**config.mk**
```make
export PLATFORM = sky130hd
export DESIGN_NAME = can_irq_and_power_mode_ctrl
export DESIGN_NICKNAME = d
export VERILOG_FILES = /design/src/can_irq_pkg.sv /design/src/can_irq_and_power_mode_ctrl.sv
export VERILOG_INCLUDE_DIRS = /design/src
export SDC_FILE = /design/constraint.sdc
export NUM_CORES = 1
export LEC_CHECK = 0
export BUFFER_PORTS_ARGS = -buffer_cell sky130_fd_sc_hd__buf_4
export CAP_MARGIN = 20
export CORE_ASPECT_RATIO = 0.5
export CORE_MARGIN = 1.5
export CORE_UTILIZATION = 59
export CTS_BUF_LIST = sky130_fd_sc_hd__clkbuf_4 sky130_fd_sc_hd__clkbuf_8
export DETAILED_ROUTE_END_ITERATION = 12
export PLACE_DENSITY_LB_ADDON = 0.12
export RECOVER_POWER = 100
export SLEW_MARGIN = 20
export SYNTH_ARGS = -nofsm -noshare
export SYNTH_HDL_FRONTEND = slang
export SYNTH_SLANG_ARGS = --single-unit
```
**constraint.sdc**
```tcl
create_clock -name i_clock -period 4.7 [get_ports i_clock]
set_clock_uncertainty 0.2 [all_clocks]
set_input_delay 0.705 -clock i_clock [delete_from_list [all_inputs] [get_ports i_clock]]
set_output_delay 0.705 -clock i_clock [all_outputs]
set_load 0.1 [all_outputs]
```
**src/can_irq_map.svh**
```systemverilog
// Purpose: Offsets, field positions, reset values and limits of the CAN
//          interrupt and power-mode block
// Assumes: Word-aligned AHB-Lite register window, 8-bit offsets
// Notes:   Definitions only
`ifndef CAN_IRQ_MAP_SVH
`define CAN_IRQ_MAP_SVH

// ----------------------------------------
// Register offsets
// ----------------------------------------
`define CAN_OFF_CTRL     8'h00
`define CAN_OFF_RXFLAG   8'h04
`define CAN_OFF_RXIEN    8'h08
`define CAN_OFF_TXFLAG   8'h0c
`define CAN_OFF_TXIEN    8'h10
`define CAN_OFF_ERRCNT   8'h14
`define CAN_OFF_CFG      8'h18

// ----------------------------------------
// Control register fields
// ----------------------------------------
`define CAN_CTRL_SLEEP_REQUEST   0
`define CAN_CTRL_SRST    1
`define CAN_CTRL_SLEEP_ACK   2
`define CAN_CTRL_ABT_LO  4
`define CAN_CTRL_MODE_LO 8

// ----------------------------------------
// Receiver flag bit positions and transmit error count field
// ----------------------------------------
`define CAN_RF_RXF       0
`define CAN_RF_OVR       1
`define CAN_RF_BOFF      2
`define CAN_RF_TPASS     3
`define CAN_RF_RPASS     4
`define CAN_RF_TWARN     5
`define CAN_RF_RWARN     6
`define CAN_RF_WAKE      7
`define CAN_ERR_TX_LO    16

// ----------------------------------------
// Reset values and limits
// ----------------------------------------
`define CAN_RST_SRST     1'b1
`define CAN_RST_CFG      32'h0000_0000
`define CAN_WARN_LIMIT   9'h060
`define CAN_PASS_LIMIT   9'h07f
`define CAN_BOFF_LIMIT   9'h0ff
`define CAN_RUN_LAST     4'ha
`define CAN_BOFF_LAST    8'h7f

`endif

```
**src/can_irq_pkg.sv**
```systemverilog
// Purpose: Types of the CAN interrupt and power-mode block
// Assumes: Map header not included; field widths written out here
// Notes:   All state of the block is one packed struct
package can_irq_pkg;

   typedef enum logic [5:0] {
      ST_NORMAL  = 6'h01,
      ST_SYNC    = 6'h02,
      ST_SLPPEND = 6'h04,
      ST_SLEEP   = 6'h08,
      ST_SOFTRST = 6'h10,
      ST_PDOWN   = 6'h20
   } mode_t;

   typedef struct packed {
      mode_t       mode;
      logic        sleep_request;
      logic        soft_reset_lock;
      logic [7:0]  rflag;
      logic [7:0]  rien;
      logic [7:0]  cond_prev;
      logic [2:0]  tx_buf_empty;
      logic [2:0]  tx_ien;
      logic [2:0]  abort_req;
      logic [31:0] cfg;
      logic        bg_full;
      logic        copy;
      logic        boff_rec;
      logic [1:0]  rx_sync;
      logic        rx_prev;
      logic [3:0]  rec_run;
      logic [7:0]  boff_cnt;
      logic        can_tx;
      logic        ap_valid;
      logic        ap_write;
      logic [7:0]  ap_addr;
      logic        rd_wait;
      logic [31:0] rdata;
   } state_t;

endpackage

```
**src/can_irq_and_power_mode_ctrl.sv**
```systemverilog
// Purpose: Interrupt flags, acknowledge, config lock and power modes of a
//          CAN controller, with an AHB-Lite register slave
// Assumes: Protocol engine on the same clock; CAN receive pin is async
// Notes:   Error counters come from the engine and are read-only here
//
// What this block does
// - Four interrupt outputs fed by eleven flags, each with its enable.
// - Transmit interrupt while any enabled buffer-empty flag is set.
// - Good received frame sets receive-full and raises receive interrupt.
// - Bus activity in sleep sets wake flag; interrupt needs ack and enable.
// - Warning flags at count 96; passive flags above 127.
// - Transmit count above 255 means bus-off and sets its flag.
// - Error, receive and transmit interrupts stay high while any enabled flag is set.
// - Writing one clears a flag; writing zero leaves it.
// - A clear is ignored while the flag's condition persists.
// - Error counters cannot be altered by software.
// - Configuration writes only take effect while soft reset is set.
// - Transmit pin recessive in sleep, soft reset and power down.
// - Mode: stop gives power down, else soft reset bit, else sequenced by sleep request, traffic and wake.
// - Sleep and soft reset gate engine clocks, registers stay usable.
// - CPU stop: abort traffic, stop clocks, refuse register access.
// - Sleep request waits for traffic to finish, then ack is set.
// - Bus-off recovery count pauses in sleep, resumes after wake.
// - In sleep, copies and aborts wait until wake-up.
// - Wake on activity, request clear or soft reset; then 11 recessive bits.
// - Setting soft reset halts traffic at once, even mid-frame.
// - CPU wait leaves the block operating normally.
// - Third accepted frame with both buffers full flags overrun, discarded.
//
// Added by the designer: the AHB-Lite register port and the register addresses.
`timescale 1ns/1ns
`include "can_irq_map.svh"

module can_irq_and_power_mode_ctrl (
   input  wire logic        i_clock,
   input  wire logic        i_rst_b,
   input  wire logic        i_clk_en,
   input  wire logic        i_hsel,
   input  wire logic [31:0] i_haddr,
   input  wire logic [1:0]  i_htrans,
   input  wire logic        i_hwrite,
   input  wire logic [2:0]  i_hsize,
   input  wire logic [31:0] i_hwdata,
   input  wire logic        i_hready,
   output logic             o_hreadyout,
   output logic             o_hresp,
   output logic [31:0]      o_hrdata,
   input  wire logic        i_cpu_stop,
   input  wire logic        i_cpu_wait,
   input  wire logic        i_can_rx,
   input  wire logic        i_core_tx,
   input  wire logic        i_bit_tick,
   input  wire logic        i_rx_frame_ok,
   input  wire logic        i_rx_busy,
   input  wire logic        i_tx_busy,
   input  wire logic [2:0]  i_tx_done,
   input  wire logic [7:0]  i_rx_err_cnt,
   input  wire logic [8:0]  i_tx_err_cnt,
   output logic             o_can_tx,
   output logic             o_irq_wake,
   output logic             o_irq_err,
   output logic             o_irq_rx,
   output logic             o_irq_tx,
   output can_irq_pkg::mode_t o_mode,
   output logic             o_core_clk_en,
   output logic             o_core_halt,
   output logic [2:0]       o_tx_sched,
   output logic [2:0]       o_abort_req,
   output logic             o_copy_bg_fg,
   output logic             o_busoff_recover,
   output logic [31:0]      o_config
);
   import can_irq_pkg::*;

   state_t q;
   state_t d;

   // ----------------------------------------
   // Helpers
   // ----------------------------------------
   // Mode groups
   function automatic logic engine_on(input mode_t m);
      engine_on = (m == ST_NORMAL) || (m == ST_SYNC) || (m == ST_SLPPEND);
   endfunction

   function automatic logic on_bus(input mode_t m);
      on_bus = (m == ST_NORMAL) || (m == ST_SLPPEND);
   endfunction

   function automatic logic [31:0] rd_word(input state_t s,
                                           input logic [7:0] rx_c,
                                           input logic [8:0] tx_c);
      rd_word = 32'h0000_0000;
      case (s.ap_addr)
         `CAN_OFF_CTRL: begin
            rd_word[`CAN_CTRL_SLEEP_REQUEST] = s.sleep_request;
            rd_word[`CAN_CTRL_SRST] = s.soft_reset_lock;
            rd_word[`CAN_CTRL_SLEEP_ACK] = (s.mode == ST_SLEEP);
            rd_word[`CAN_CTRL_ABT_LO +: 3] = s.abort_req;
            rd_word[`CAN_CTRL_MODE_LO +: 6] = s.mode;
         end
         `CAN_OFF_RXFLAG: rd_word[7:0] = s.rflag;
         `CAN_OFF_RXIEN:  rd_word[7:0] = s.rien;
         `CAN_OFF_TXFLAG: rd_word[2:0] = s.tx_buf_empty;
         `CAN_OFF_TXIEN:  rd_word[2:0] = s.tx_ien;
         `CAN_OFF_ERRCNT: begin
            rd_word[7:0] = rx_c;
            rd_word[`CAN_ERR_TX_LO +: 9] = tx_c;
         end
         `CAN_OFF_CFG:    rd_word = s.cfg;
         default:         rd_word = 32'h0000_0000;
      endcase
   endfunction

   // ----------------------------------------
   // Next-state logic
   // ----------------------------------------
   logic       rx_s;
   logic       wr_now;
   logic [7:0] cond;
   logic [7:0] rise;
   logic [7:0] set;
   logic [7:0] clr;
   logic [2:0] txclr;
   logic       wake_ev;
   logic       ovr_ev;
   logic       rxf_set;
   logic       rxf_now;
   logic       run11;
   logic       tx_pend;
   logic [8:0] rx9;

   always_comb begin
      d = q;
      rx_s = q.rx_sync[1];
      rx9 = {1'b0, i_rx_err_cnt};
      // Refused entirely while powered down
      wr_now = q.ap_valid && q.ap_write && (q.mode != ST_PDOWN);
      clr = 8'h00;
      txclr = 3'h0;
      wake_ev = 1'b0;
      ovr_ev = 1'b0;
      rxf_set = 1'b0;
      run11 = 1'b0;
      rxf_now = 1'b0;
      set = 8'h00;
      tx_pend = (~q.tx_buf_empty != 3'h0) || i_tx_busy;
      cond = 8'h00;
      cond[`CAN_RF_RWARN] = rx9 >= `CAN_WARN_LIMIT;
      cond[`CAN_RF_TWARN] = i_tx_err_cnt >= `CAN_WARN_LIMIT;
      cond[`CAN_RF_RPASS] = rx9 > `CAN_PASS_LIMIT;
      cond[`CAN_RF_TPASS] = i_tx_err_cnt > `CAN_PASS_LIMIT;
      cond[`CAN_RF_BOFF] = i_tx_err_cnt > `CAN_BOFF_LIMIT;
      rise = cond & ~q.cond_prev;
      if (i_clk_en) begin
         d.copy = 1'b0;
         d.boff_rec = 1'b0;
         d.cond_prev = cond;
         d.rx_sync = {q.rx_sync[0], i_can_rx};
         d.rx_prev = rx_s;

         // Bus slave: address phase, read wait state, write data phase
         if (i_hready) begin
            d.ap_valid = i_hsel && i_htrans[1];
            d.ap_write = i_hwrite;
            d.ap_addr = i_haddr[7:0];
            d.rd_wait = 1'b0;
         end else if (q.ap_valid && !q.ap_write) begin
            // Reads give zero in power down
            d.rdata = (q.mode == ST_PDOWN) ? 32'h0000_0000 :
                      rd_word(q, i_rx_err_cnt, i_tx_err_cnt);
            d.rd_wait = 1'b1;
         end

         if (wr_now) begin
            case (q.ap_addr)
               `CAN_OFF_CTRL: begin
                  d.sleep_request = i_hwdata[`CAN_CTRL_SLEEP_REQUEST];
                  d.soft_reset_lock = i_hwdata[`CAN_CTRL_SRST];
                  d.abort_req = q.abort_req | (i_hwdata[`CAN_CTRL_ABT_LO +: 3] & ~q.tx_buf_empty);
               end
               `CAN_OFF_RXFLAG: clr = i_hwdata[7:0];
               `CAN_OFF_RXIEN:  d.rien = i_hwdata[7:0];
               `CAN_OFF_TXFLAG: txclr = i_hwdata[2:0];
               `CAN_OFF_TXIEN:  d.tx_ien = i_hwdata[2:0];
               `CAN_OFF_CFG: begin
                  if (q.soft_reset_lock) begin
                     d.cfg = i_hwdata;
                  end
               end
               default: d.cfg = q.cfg;
            endcase
         end
         clr = clr & ~cond;

         wake_ev = (q.mode == ST_SLEEP) && q.rx_prev && !rx_s;

         rxf_now = q.rflag[`CAN_RF_RXF] && !clr[`CAN_RF_RXF];
         if (i_rx_frame_ok && on_bus(q.mode)) begin
            if (!rxf_now) begin
               rxf_set = 1'b1;
               d.copy = 1'b1;
            end else if (!q.bg_full) begin
               d.bg_full = 1'b1;
            end else begin
               ovr_ev = 1'b1;
            end
         end else if (q.bg_full && !rxf_now && engine_on(q.mode)) begin
            rxf_set = 1'b1;
            d.bg_full = 1'b0;
            d.copy = 1'b1;
         end

         set = rise;
         set[`CAN_RF_WAKE] = wake_ev;
         set[`CAN_RF_OVR] = ovr_ev;
         set[`CAN_RF_RXF] = rxf_set;
         // Set wins over a same-cycle clear
         d.rflag = (q.rflag & ~clr) | set;

         // Buffer empty after send or abort
         d.tx_buf_empty = (q.tx_buf_empty & ~txclr) | i_tx_done;
         d.abort_req = d.abort_req & ~i_tx_done;

         // Recessive bit runs for sync and bus-off recovery
         if (engine_on(q.mode) && i_bit_tick) begin
            if (rx_s) begin
               run11 = (q.rec_run == `CAN_RUN_LAST);
               d.rec_run = run11 ? 4'h0 : q.rec_run + 4'h1;
            end else begin
               d.rec_run = 4'h0;
            end
         end
         // Only advances while engine clocks run
         if (!cond[`CAN_RF_BOFF]) begin
            d.boff_cnt = 8'h00;
         end else if (run11) begin
            d.boff_rec = (q.boff_cnt == `CAN_BOFF_LAST);
            d.boff_cnt = d.boff_rec ? 8'h00 : q.boff_cnt + 8'h01;
         end

         // Mode sequencing; stop and soft reset take priority
         if (i_cpu_stop) begin
            d.mode = ST_PDOWN;
         end else if (d.soft_reset_lock) begin
            d.mode = ST_SOFTRST;
         end else begin
            case (q.mode)
               ST_PDOWN, ST_SOFTRST: begin
                  d.mode = ST_SYNC;
                  d.rec_run = 4'h0;
               end
               ST_SYNC: begin
                  if (run11) begin
                     d.mode = ST_NORMAL;
                  end
               end
               ST_NORMAL: begin
                  if (q.sleep_request) begin
                     d.mode = ST_SLPPEND;
                  end
               end
               ST_SLPPEND: begin
                  if (!q.sleep_request) begin
                     d.mode = ST_NORMAL;
                  end else if (!tx_pend && !i_rx_busy) begin
                     d.mode = ST_SLEEP;
                  end
               end
               // Wake-up sources
               // Leave one cycle after the wake flag, so ack and flag meet
               // Limitation: a wake flag left set wakes at once; clear it first
               ST_SLEEP: begin
                  if (q.rflag[`CAN_RF_WAKE] || !d.sleep_request) begin
                     d.mode = ST_SYNC;
                     d.rec_run = 4'h0;
                  end
               end
               default: d.mode = ST_SOFTRST;
            endcase
         end

         d.can_tx = on_bus(d.mode) ? i_core_tx : 1'b1;
      end
   end

   always_ff @(posedge i_clock or negedge i_rst_b) begin
      if (!i_rst_b) begin
         q <= '{mode: ST_SOFTRST, soft_reset_lock: `CAN_RST_SRST, cfg: `CAN_RST_CFG,
                tx_buf_empty: 3'h7, rx_sync: 2'h3, rx_prev: 1'b1, can_tx: 1'b1,
                default: '0};
      end else begin
         q <= d;
      end
   end

   // ----------------------------------------
   // Outputs
   // ----------------------------------------
   assign o_hreadyout = !(q.ap_valid && !q.ap_write && !q.rd_wait);
   assign o_hresp = 1'b0;
   assign o_hrdata = q.rdata;
   assign o_can_tx = q.can_tx;
   // Flag AND enable, ORed per output
   assign o_irq_wake = q.rflag[`CAN_RF_WAKE] && q.rien[`CAN_RF_WAKE] && (q.mode == ST_SLEEP);
   assign o_irq_err = |(q.rflag[`CAN_RF_RWARN:`CAN_RF_OVR] & q.rien[`CAN_RF_RWARN:`CAN_RF_OVR]);
   assign o_irq_rx = q.rflag[`CAN_RF_RXF] && q.rien[`CAN_RF_RXF];
   assign o_irq_tx = |(q.tx_buf_empty & q.tx_ien);
   assign o_mode = q.mode;
   assign o_core_clk_en = engine_on(q.mode);
   assign o_core_halt = (q.mode == ST_SOFTRST) || (q.mode == ST_PDOWN);
   assign o_tx_sched = ~q.tx_buf_empty;
   assign o_abort_req = engine_on(q.mode) ? q.abort_req : 3'h0;
   assign o_copy_bg_fg = q.copy;
   assign o_busoff_recover = q.boff_rec;
   assign o_config = q.cfg;
endmodule

```
==> results of run 1 <==
[worst register-to-register path, stage by stage (launching register included)]
cell and delay (ns):
dfrtp_1 0.60, or3_1 0.56, nor4b_1 0.98, nor2_1 0.17, or4_1 0.60, a311o_1 0.34
[metal layers]
metal  vias up  share of wire  GRT usage
li1       2471              -          -
met2       257           0.46      0.480
met4         0          0.017      0.104
met1      2675           0.43      0.389
met5         -              0          0
met3        32          0.098     0.0825
[where the power goes]
part | internal [mW] | switching, mW | total, mW | leakage [nW]
Clock | 0.638 | 0.479 | 1.12 | 0.224
Combinational | 0.113 | 0.222 | 0.334 | 1.61
Sequential | 1.18 | 0.0579 | 1.24 | 1.72
Total | 1.93 | 0.759 | 2.69 | 3.56
[cells by family (layout without fill, tap and decap cells)]
group	Yosys count	count (layout)
xor+xnor	4	4
simple gates	157	157
fa+ha+maj	3	3
compound gates	156	156
buf+inv	130	224
other cells	1	1
flops	132	132
mux	65	65
[cells in the final DEF (no fill, tap or decap), types with 10 or more instances in the layout]
cell,n
clkbuf_1,88
a31oi_1,12
nand2_1,41
clkbuf_8,17
o2bb2ai_1,10
dfrtp_1,123
a21oi_1,19
a222oi_1,10
a22o_1,21
nor2_1,28
nor3_1,14
o21ai_0,24
nand3_1,15
inv_1,23
mux2_2,55
buf_4,79
a22oi_1,13
[sequential cells by signal, summed over array words and instances (netlist names)]
signal	flops
q	59
o_config	32
o_hrdata	32
o_mode	6
o_busoff_recover	1
o_can_tx	1
o_copy_bg_fg	1
[Yosys cell counts (all sizes together), types with 7 or more instances]
master and instances:
a21oi 19, a222oi 10, a22o 21, a22oi 13, a31oi 12, and2 7
buf 81, clkbuf 24, dfrtp 123, dfstp 9, inv 24, mux2 61
nand2 41, nand3 15, nor2 28, nor3 16, nor4 9, o21ai 27
o2bb2ai 10
[cell type report]
type | instances | area [sq um]
clock buffers | 17 | 234
clock inverters | 14 | 226
fillers | 920 | 3400
inverters | 25 | 93.8
multi-input cells | 386 | 2790
flip-flops and latches | 132 | 3310
well taps | 159 | 199
repair buffers | 168 | 928
[worst max path at each step]
stage | from | to | slack (ns) | depth (start not counted)
floorplan | o_mode[2] | o_abort_req[0] | 0.79 | 6
global placement | i_hready | o_hrdata[25] | 1.58 | 8
detailed placement | i_hready | o_hrdata[26] | 1.57 | 8
CTS | o_mode[2] | o_abort_req[1] | 1.23 | 5
global route | o_mode[2] | o_irq_wake | 0.57 | 4
finish | o_mode[2] | o_irq_wake | 0.66 | 4
[per-stage QoR]
stage / setup slack [ns] / power (mW) / util / cells / instance area [sq um]
3_3_place_gp: 1.58 / 1.59 / 0.687 / 870 / 7680
5_1_grt: 0.565 / 2.78 / 0.696 / 901 / 7780
2_1_floorplan: 0.785 / 1.47 / - / 648 / 6880
6_report: 0.656 / 2.69 / 0.696 / 901 / 7780
3_5_place_dp: 1.57 / 1.60 / 0.687 / 870 / 7680
4_1_cts: 1.23 / 2.71 / 0.728 / 901 / 8140
==> run_results.csv, run 1 <==
group,metric,value,unit
clock_network,cts_sinks,132,
floorplanning,coreArea,0.0112,sq mm
worst_setup_path,crit_path_max_incr_delay,0.98,ns
logic_synthesis,synthXorXnorAreaFrac,0.00509,
floorplanning,dieArea,0.0124,sq mm
logic_synthesis,synth_top_area_cell,"dfrtp_1",
logic_synthesis,synth_mux_area_frac,0.106,
clock_network,cts_hold_buffers,0,
route,drc,0,
cells_and_area,layout-area-overhead-vs-synth,13.1,%
worst_setup_path,cp.arrival,3.14,ns
logic_synthesis,yosysTopAreaCellShare,0.447,
route,drt-total-wl,18.0,mm
status,status,"complete, but fails checks",
logic_synthesis,synth_area,0.00688,sq mm
power_and_ir_drop,p_per_area,345,mW/mm^2
sta,hold_violations,0,
global_route,grt_pass1_wl,27.9,mm
cells_and_area,nets,836,
worst_setup_path,worstPathCellList,"or3_1, nor4b_1, and3_1, buf_4",
place,port_buffers,159,
worst_setup_path,end_kind,"output pin",
worst_setup_path,reg2reg_depth,5,
route,drtAntennaViolNets,0,
sta,maxSlewViolCount,102,
clock_network,clockRootBuffer,"clkbuf_8",
clock_network,post-cts-setup-buffers,0,
sta,fin_crit_sh,0.860,
clock_network,cts_tree,"done",
floorplanning,die_y,79.4,microns
clock_network,clkLatencyLatePin,0.43,ns
worst_setup_path,worstReg2RegEnd,"q[53]",
worst_setup_path,timing.critical_path.buf_inv,1,
floorplanning,dieWidth,156,microns
sta,fmax,247,MHz
worst_setup_path,crit_family,"simple AND/OR/NAND/NOR gates",
flow_run,cap_violations,3,
power_and_ir_drop,p_leak,3.56,nW
logic_synthesis,synth_cell_types,69,
logic_synthesis,synth_warnings,0,
worst_setup_path,crit_slowest_cell,"nor4b_1",
worst_setup_path,worstPathRequired,3.80,ns
floorplanning,start_util,0.616,
logic_synthesis,synth_compound_area_frac,0.165,
cells_and_area,antennaDiodeCount,0,
status,violations,"capacitance limit, slew limit",
sta,rsz0062_at_grt,"no",
place,dpl.hpwl,12.7,mm
sta,worst_slew_pin_slew,1.97,ns
logic_synthesis,ys_seq_area_frac,0.482,
power_and_ir_drop,ir_drop,0.178,mV
global_route,grt_usage,0.297,
clock_network,clock_path_buffers,2,
global_route,grt_start_max_net_pins,70,
route,firstDrtPassIters,5,
place,gp_congestion,0.922,
route,avgViaCountPerCell,6.03,
logic_synthesis,synth-edff-count,0,
cells_and_area,post_route_cells_drive_above_1_share,0.247,
route,drtIter0Drc,451,
sta,finalSetupViolCount,0,
clock_network,clkTransAtPathRegs,0.08,ns
clock_network,post_cts_resized,0,
logic_synthesis,synthesis.nets,754,
sta,timing.setup.tns,0,ns
logic_synthesis,yosys.area_share.simple,0.125,
sta,holdWs,0.166,ns
logic_synthesis,yosys-top-cells-area,"dfrtp_1, mux2_2, buf_4",
logic_synthesis,synthArstFlopShare,1.00,
hold_path,hold_class,"primary input to async pin",
sta,min_period,4.04,ns
sta,slew_headroom,-0.311,
global_route,grt_pass1_vias,5360,
route,wl_per_cell,19.9,microns
clock_network,htree_levels,4,
route,vias,5435,
floorplanning,ios,190,
floorplanning,std_cell_rows,27,
worst_setup_path,worstReg2RegStart,"o_mode[2]",
global_route,antenna_found_initial,0,
clock_network,cts_buffers,17,
logic_synthesis,synth_seq_cells,132,
logic_synthesis,syn_area_per_cell,10.6,sq um
worst_setup_path,cp_max_fo,14,
worst_setup_path,ff2ff_setup_slack,1.14,ns
logic_synthesis,ys.flop_type,"dfrtp_1",
global_route,overflow,0,
logic_synthesis,syn_inst,648,
worst_setup_path,critical_path_class,"flip-flop to output pin",
logic_synthesis,synth_top_family_by_area,"compound AO/OA/AOI/OAI gates",
logic_synthesis,synth_fa_ha_area_frac,0.00545,
worst_setup_path,startpoint_type,"flip-flop",
Note: power is estimated with default switching activity, not from simulation.
==> run 2: changes to the inputs <==
--- a/config.mk
+++ b/config.mk
@@ -6,7 +6,7 @@
 export SDC_FILE = /design/constraint.sdc
 export NUM_CORES = 1
 export LEC_CHECK = 0
-export BUFFER_PORTS_ARGS = -buffer_cell sky130_fd_sc_hd__buf_4
+export BUFFER_PORTS_ARGS = -buffer_cell sky130_fd_sc_hd__buf_2
 export CAP_MARGIN = 20
 export CORE_ASPECT_RATIO = 0.5
 export CORE_MARGIN = 1.5
==> run 2 against run 1 <==
Compared with the run above:
- the run still ends with capacitance limit, slew limit left
- maximum frequency grew 0.35%
- worst hold slack better by 0.11 ns
- routed wire length decreased by 3.4%
- design area down 3.1%
- first-iteration DRC count increased by 6.2%
- via count is 0.59% lower
- sequential power about the same
- clock power shrank 14%
- die area unchanged
- largest cell class unchanged
- largest power group unchanged
==> run_results.csv, run 2 (synthesized netlist as in run 1, its figures left out) <==
group,metric,value,unit
cells_and_area,layout-area-overhead-vs-synth,9.58,%
cells_and_area,antennaDiodeCount,0,
route,wl_per_cell,19.2,microns
clock_network,clkTransAtPathRegs,0.08,ns
global_route,antenna_found_initial,0,
sta,timing.setup.tns,0,ns
cells_and_area,largest_reg_flops,59,
global_route,grt_usage,0.290,
place,pre_cts_ws,1.56,ns
clock_network,clockRootBuffer,"clkbuf_8",
global_route,grt_pass1_wl,27.2,mm
place,port_buffers,159,
worst_setup_path,worstPathRequired,3.80,ns
cells_and_area,largest_register,"q",
status,violations,"capacitance limit, slew limit",
sta,hold_violations,0,
route,drc,0,
floorplanning,ios,190,
route,drtAntennaViolNets,0,
place,dpl.hpwl,12.3,mm
route,drtIter0Drc,479,
place,gp_congestion,0.899,
clock_network,clock_path_buffers,2,
sta,min_period,4.03,ns
sta,rsz0062_at_grt,"no",
worst_setup_path,worstReg2RegEnd,"o_config[22]",
cells_and_area,fillers,933,
worst_setup_path,crit_family,"simple AND/OR/NAND/NOR gates",
clock_network,post-cts-setup-buffers,0,
hold_path,whs_endpoint,"q[96]",
global_route,grt_start_max_net_pins,65,
clock_network,cts_sinks,132,
worst_setup_path,worstPathCellList,"or3_1, nor4b_4, and3_1, clkbuf_1",
hold_path,hp-start,"i_tx_done[2]",
worst_setup_path,crit_slowest_cell,"clkbuf_1",
worst_setup_path,cp.arrival,3.13,ns
cells_and_area,fin_util,0.674,
worst_setup_path,cp_max_fo,14,
sta,maxSlewViolCount,93,
cells_and_area,design_area,0.00754,sq mm
clock_network,htree_levels,4,
floorplanning,coreArea,0.0112,sq mm
sta,slew_headroom,-1.23,
sta,setup_slack,0.670,ns
floorplanning,dieArea,0.0124,sq mm
worst_setup_path,critical_path_class,"flip-flop to output pin",
place,postPlaceCellArea,0.00729,sq mm
clock_network,cts_buffers,17,
power_and_ir_drop,ir_drop,0.174,mV
floorplanning,start_util,0.616,
global_route,grt_pass1_vias,5165,
cells_and_area,layout_common_cells,"dfrtp_1, clkbuf_1, buf_2",
hold_path,hold_class,"primary input to flip-flop",
route,firstDrtPassIters,9,
worst_setup_path,ff2ff_setup_slack,1.26,ns
flow_run,cap_violations,2,
power_and_ir_drop,p_leak,3.46,nW
cells_and_area,layout_commonest_cell,"dfrtp_1",
hold_path,worstHoldPathCells,2,
cells_and_area,nets,836,
worst_setup_path,startpoint_type,"flip-flop",
route,drt-total-wl,17.4,mm
worst_setup_path,end_kind,"output pin",
sta,finalSetupViolCount,0,
worst_setup_path,reg2reg_depth,6,
clock_network,cts_hold_buffers,0,
route,avgViaCountPerCell,5.99,
global_route,overflow,0,
floorplanning,dieWidth,156,microns
cells_and_area,post_route_cells_drive_above_1_share,0.248,
worst_setup_path,worstReg2RegStart,"o_mode[2]",
clock_network,post_cts_resized,0,
status,status,"complete, but fails checks",
floorplanning,std_cell_rows,27,
sta,worst_slew_pin_slew,3.34,ns
sta,fmax,248,MHz
sta,holdWs,0.272,ns
worst_setup_path,crit_path_max_incr_delay,0.86,ns
clock_network,clkLatencyLatePin,0.43,ns
floorplanning,die_y,79.4,microns
worst_setup_path,timing.critical_path.buf_inv,1,
clock_network,cts_tree,"done",
route,vias,5403,
sta,fin_crit_sh,0.858,
power_and_ir_drop,p_per_area,334,mW/mm^2
## run 2: cell types whose count changed in the layout (fill, tap and decap cells not counted), moves of 2 or more
| cell | before | now |
|---|---|---|
| buf_2 | 0 | 74 |
| buf_4 | 79 | 3 |
| bufinv_16 | 5 | 2 |
| clkbuf_1 | 88 | 90 |
| clkbuf_4 | 0 | 2 |
## run 2: cell type report
type | instances | area, sq um | share of cell area
sequential | 132 | 3310 | 0.439
tap | 159 | 199 | 0.0264
timing repair buffer | 168 | 736 | 0.0975
inverter | 25 | 93.8 | 0.0124
clock inverter | 13 | 150 | 0.0199
multi-input combinational | 386 | 2800 | 0.371
clock buffer | 19 | 249 | 0.0330
## run 2: worst reg2reg max path, cell delays in order, from the launching register on
cell and delay, ns:
dfrtp_1 0.58, or3_1 0.58, o211ai_1 0.52, clkinv_1 0.13
nand3_1 0.18, clkbuf_2 0.69, mux2_2 0.44
## run 2: report_power, final
part | internal, mW | switching (mW)
Clock | 0.492 | 0.476
Combinational | 0.0973 | 0.219
Sequential | 1.18 | 0.0600
Total | 1.77 | 0.755
## run 2: per-stage QoR
stage	instances	power (mW)
2_1_floorplan	648	1.47
4_1_cts	902	2.54
3_5_place_dp	870	1.58
6_report	902	2.52
5_1_grt	902	2.62
3_3_place_gp	870	1.57
## run 2: routing by layer
layer | vias to the layer above | part of all wire | routed length, microns | track usage
met2 | 214 | 0.46 | 7940 | 0.462
li1 | 2486 | - | - | -
met1 | 2679 | 0.45 | 7740 | 0.406
met3 | 24 | 0.085 | 1470 | 0.0619
met4 | 0 | 0.012 | 206 | 0.0771
met5 | - | 0 | 0 | 0
## run 2: how the worst max path moves through the flow
| stage | startpoint | endpoint | slack, ns | cells after the start |
|---|---|---|---|---|
| 2_1_floorplan | o_mode[2] | o_abort_req[0] | 0.79 | 6 |
| 6_report | o_mode[2] | o_irq_wake | 0.67 | 4 |
| 4_1_cts | o_mode[2] | o_irq_wake | 1.12 | 4 |
| 3_5_place_dp | i_clk_en | o_hrdata[19] | 1.56 | 8 |
| 5_1_grt | i_clk_en | o_hrdata[24] | 0.54 | 9 |
| 3_3_place_gp | i_clk_en | o_hrdata[17] | 1.55 | 8 |
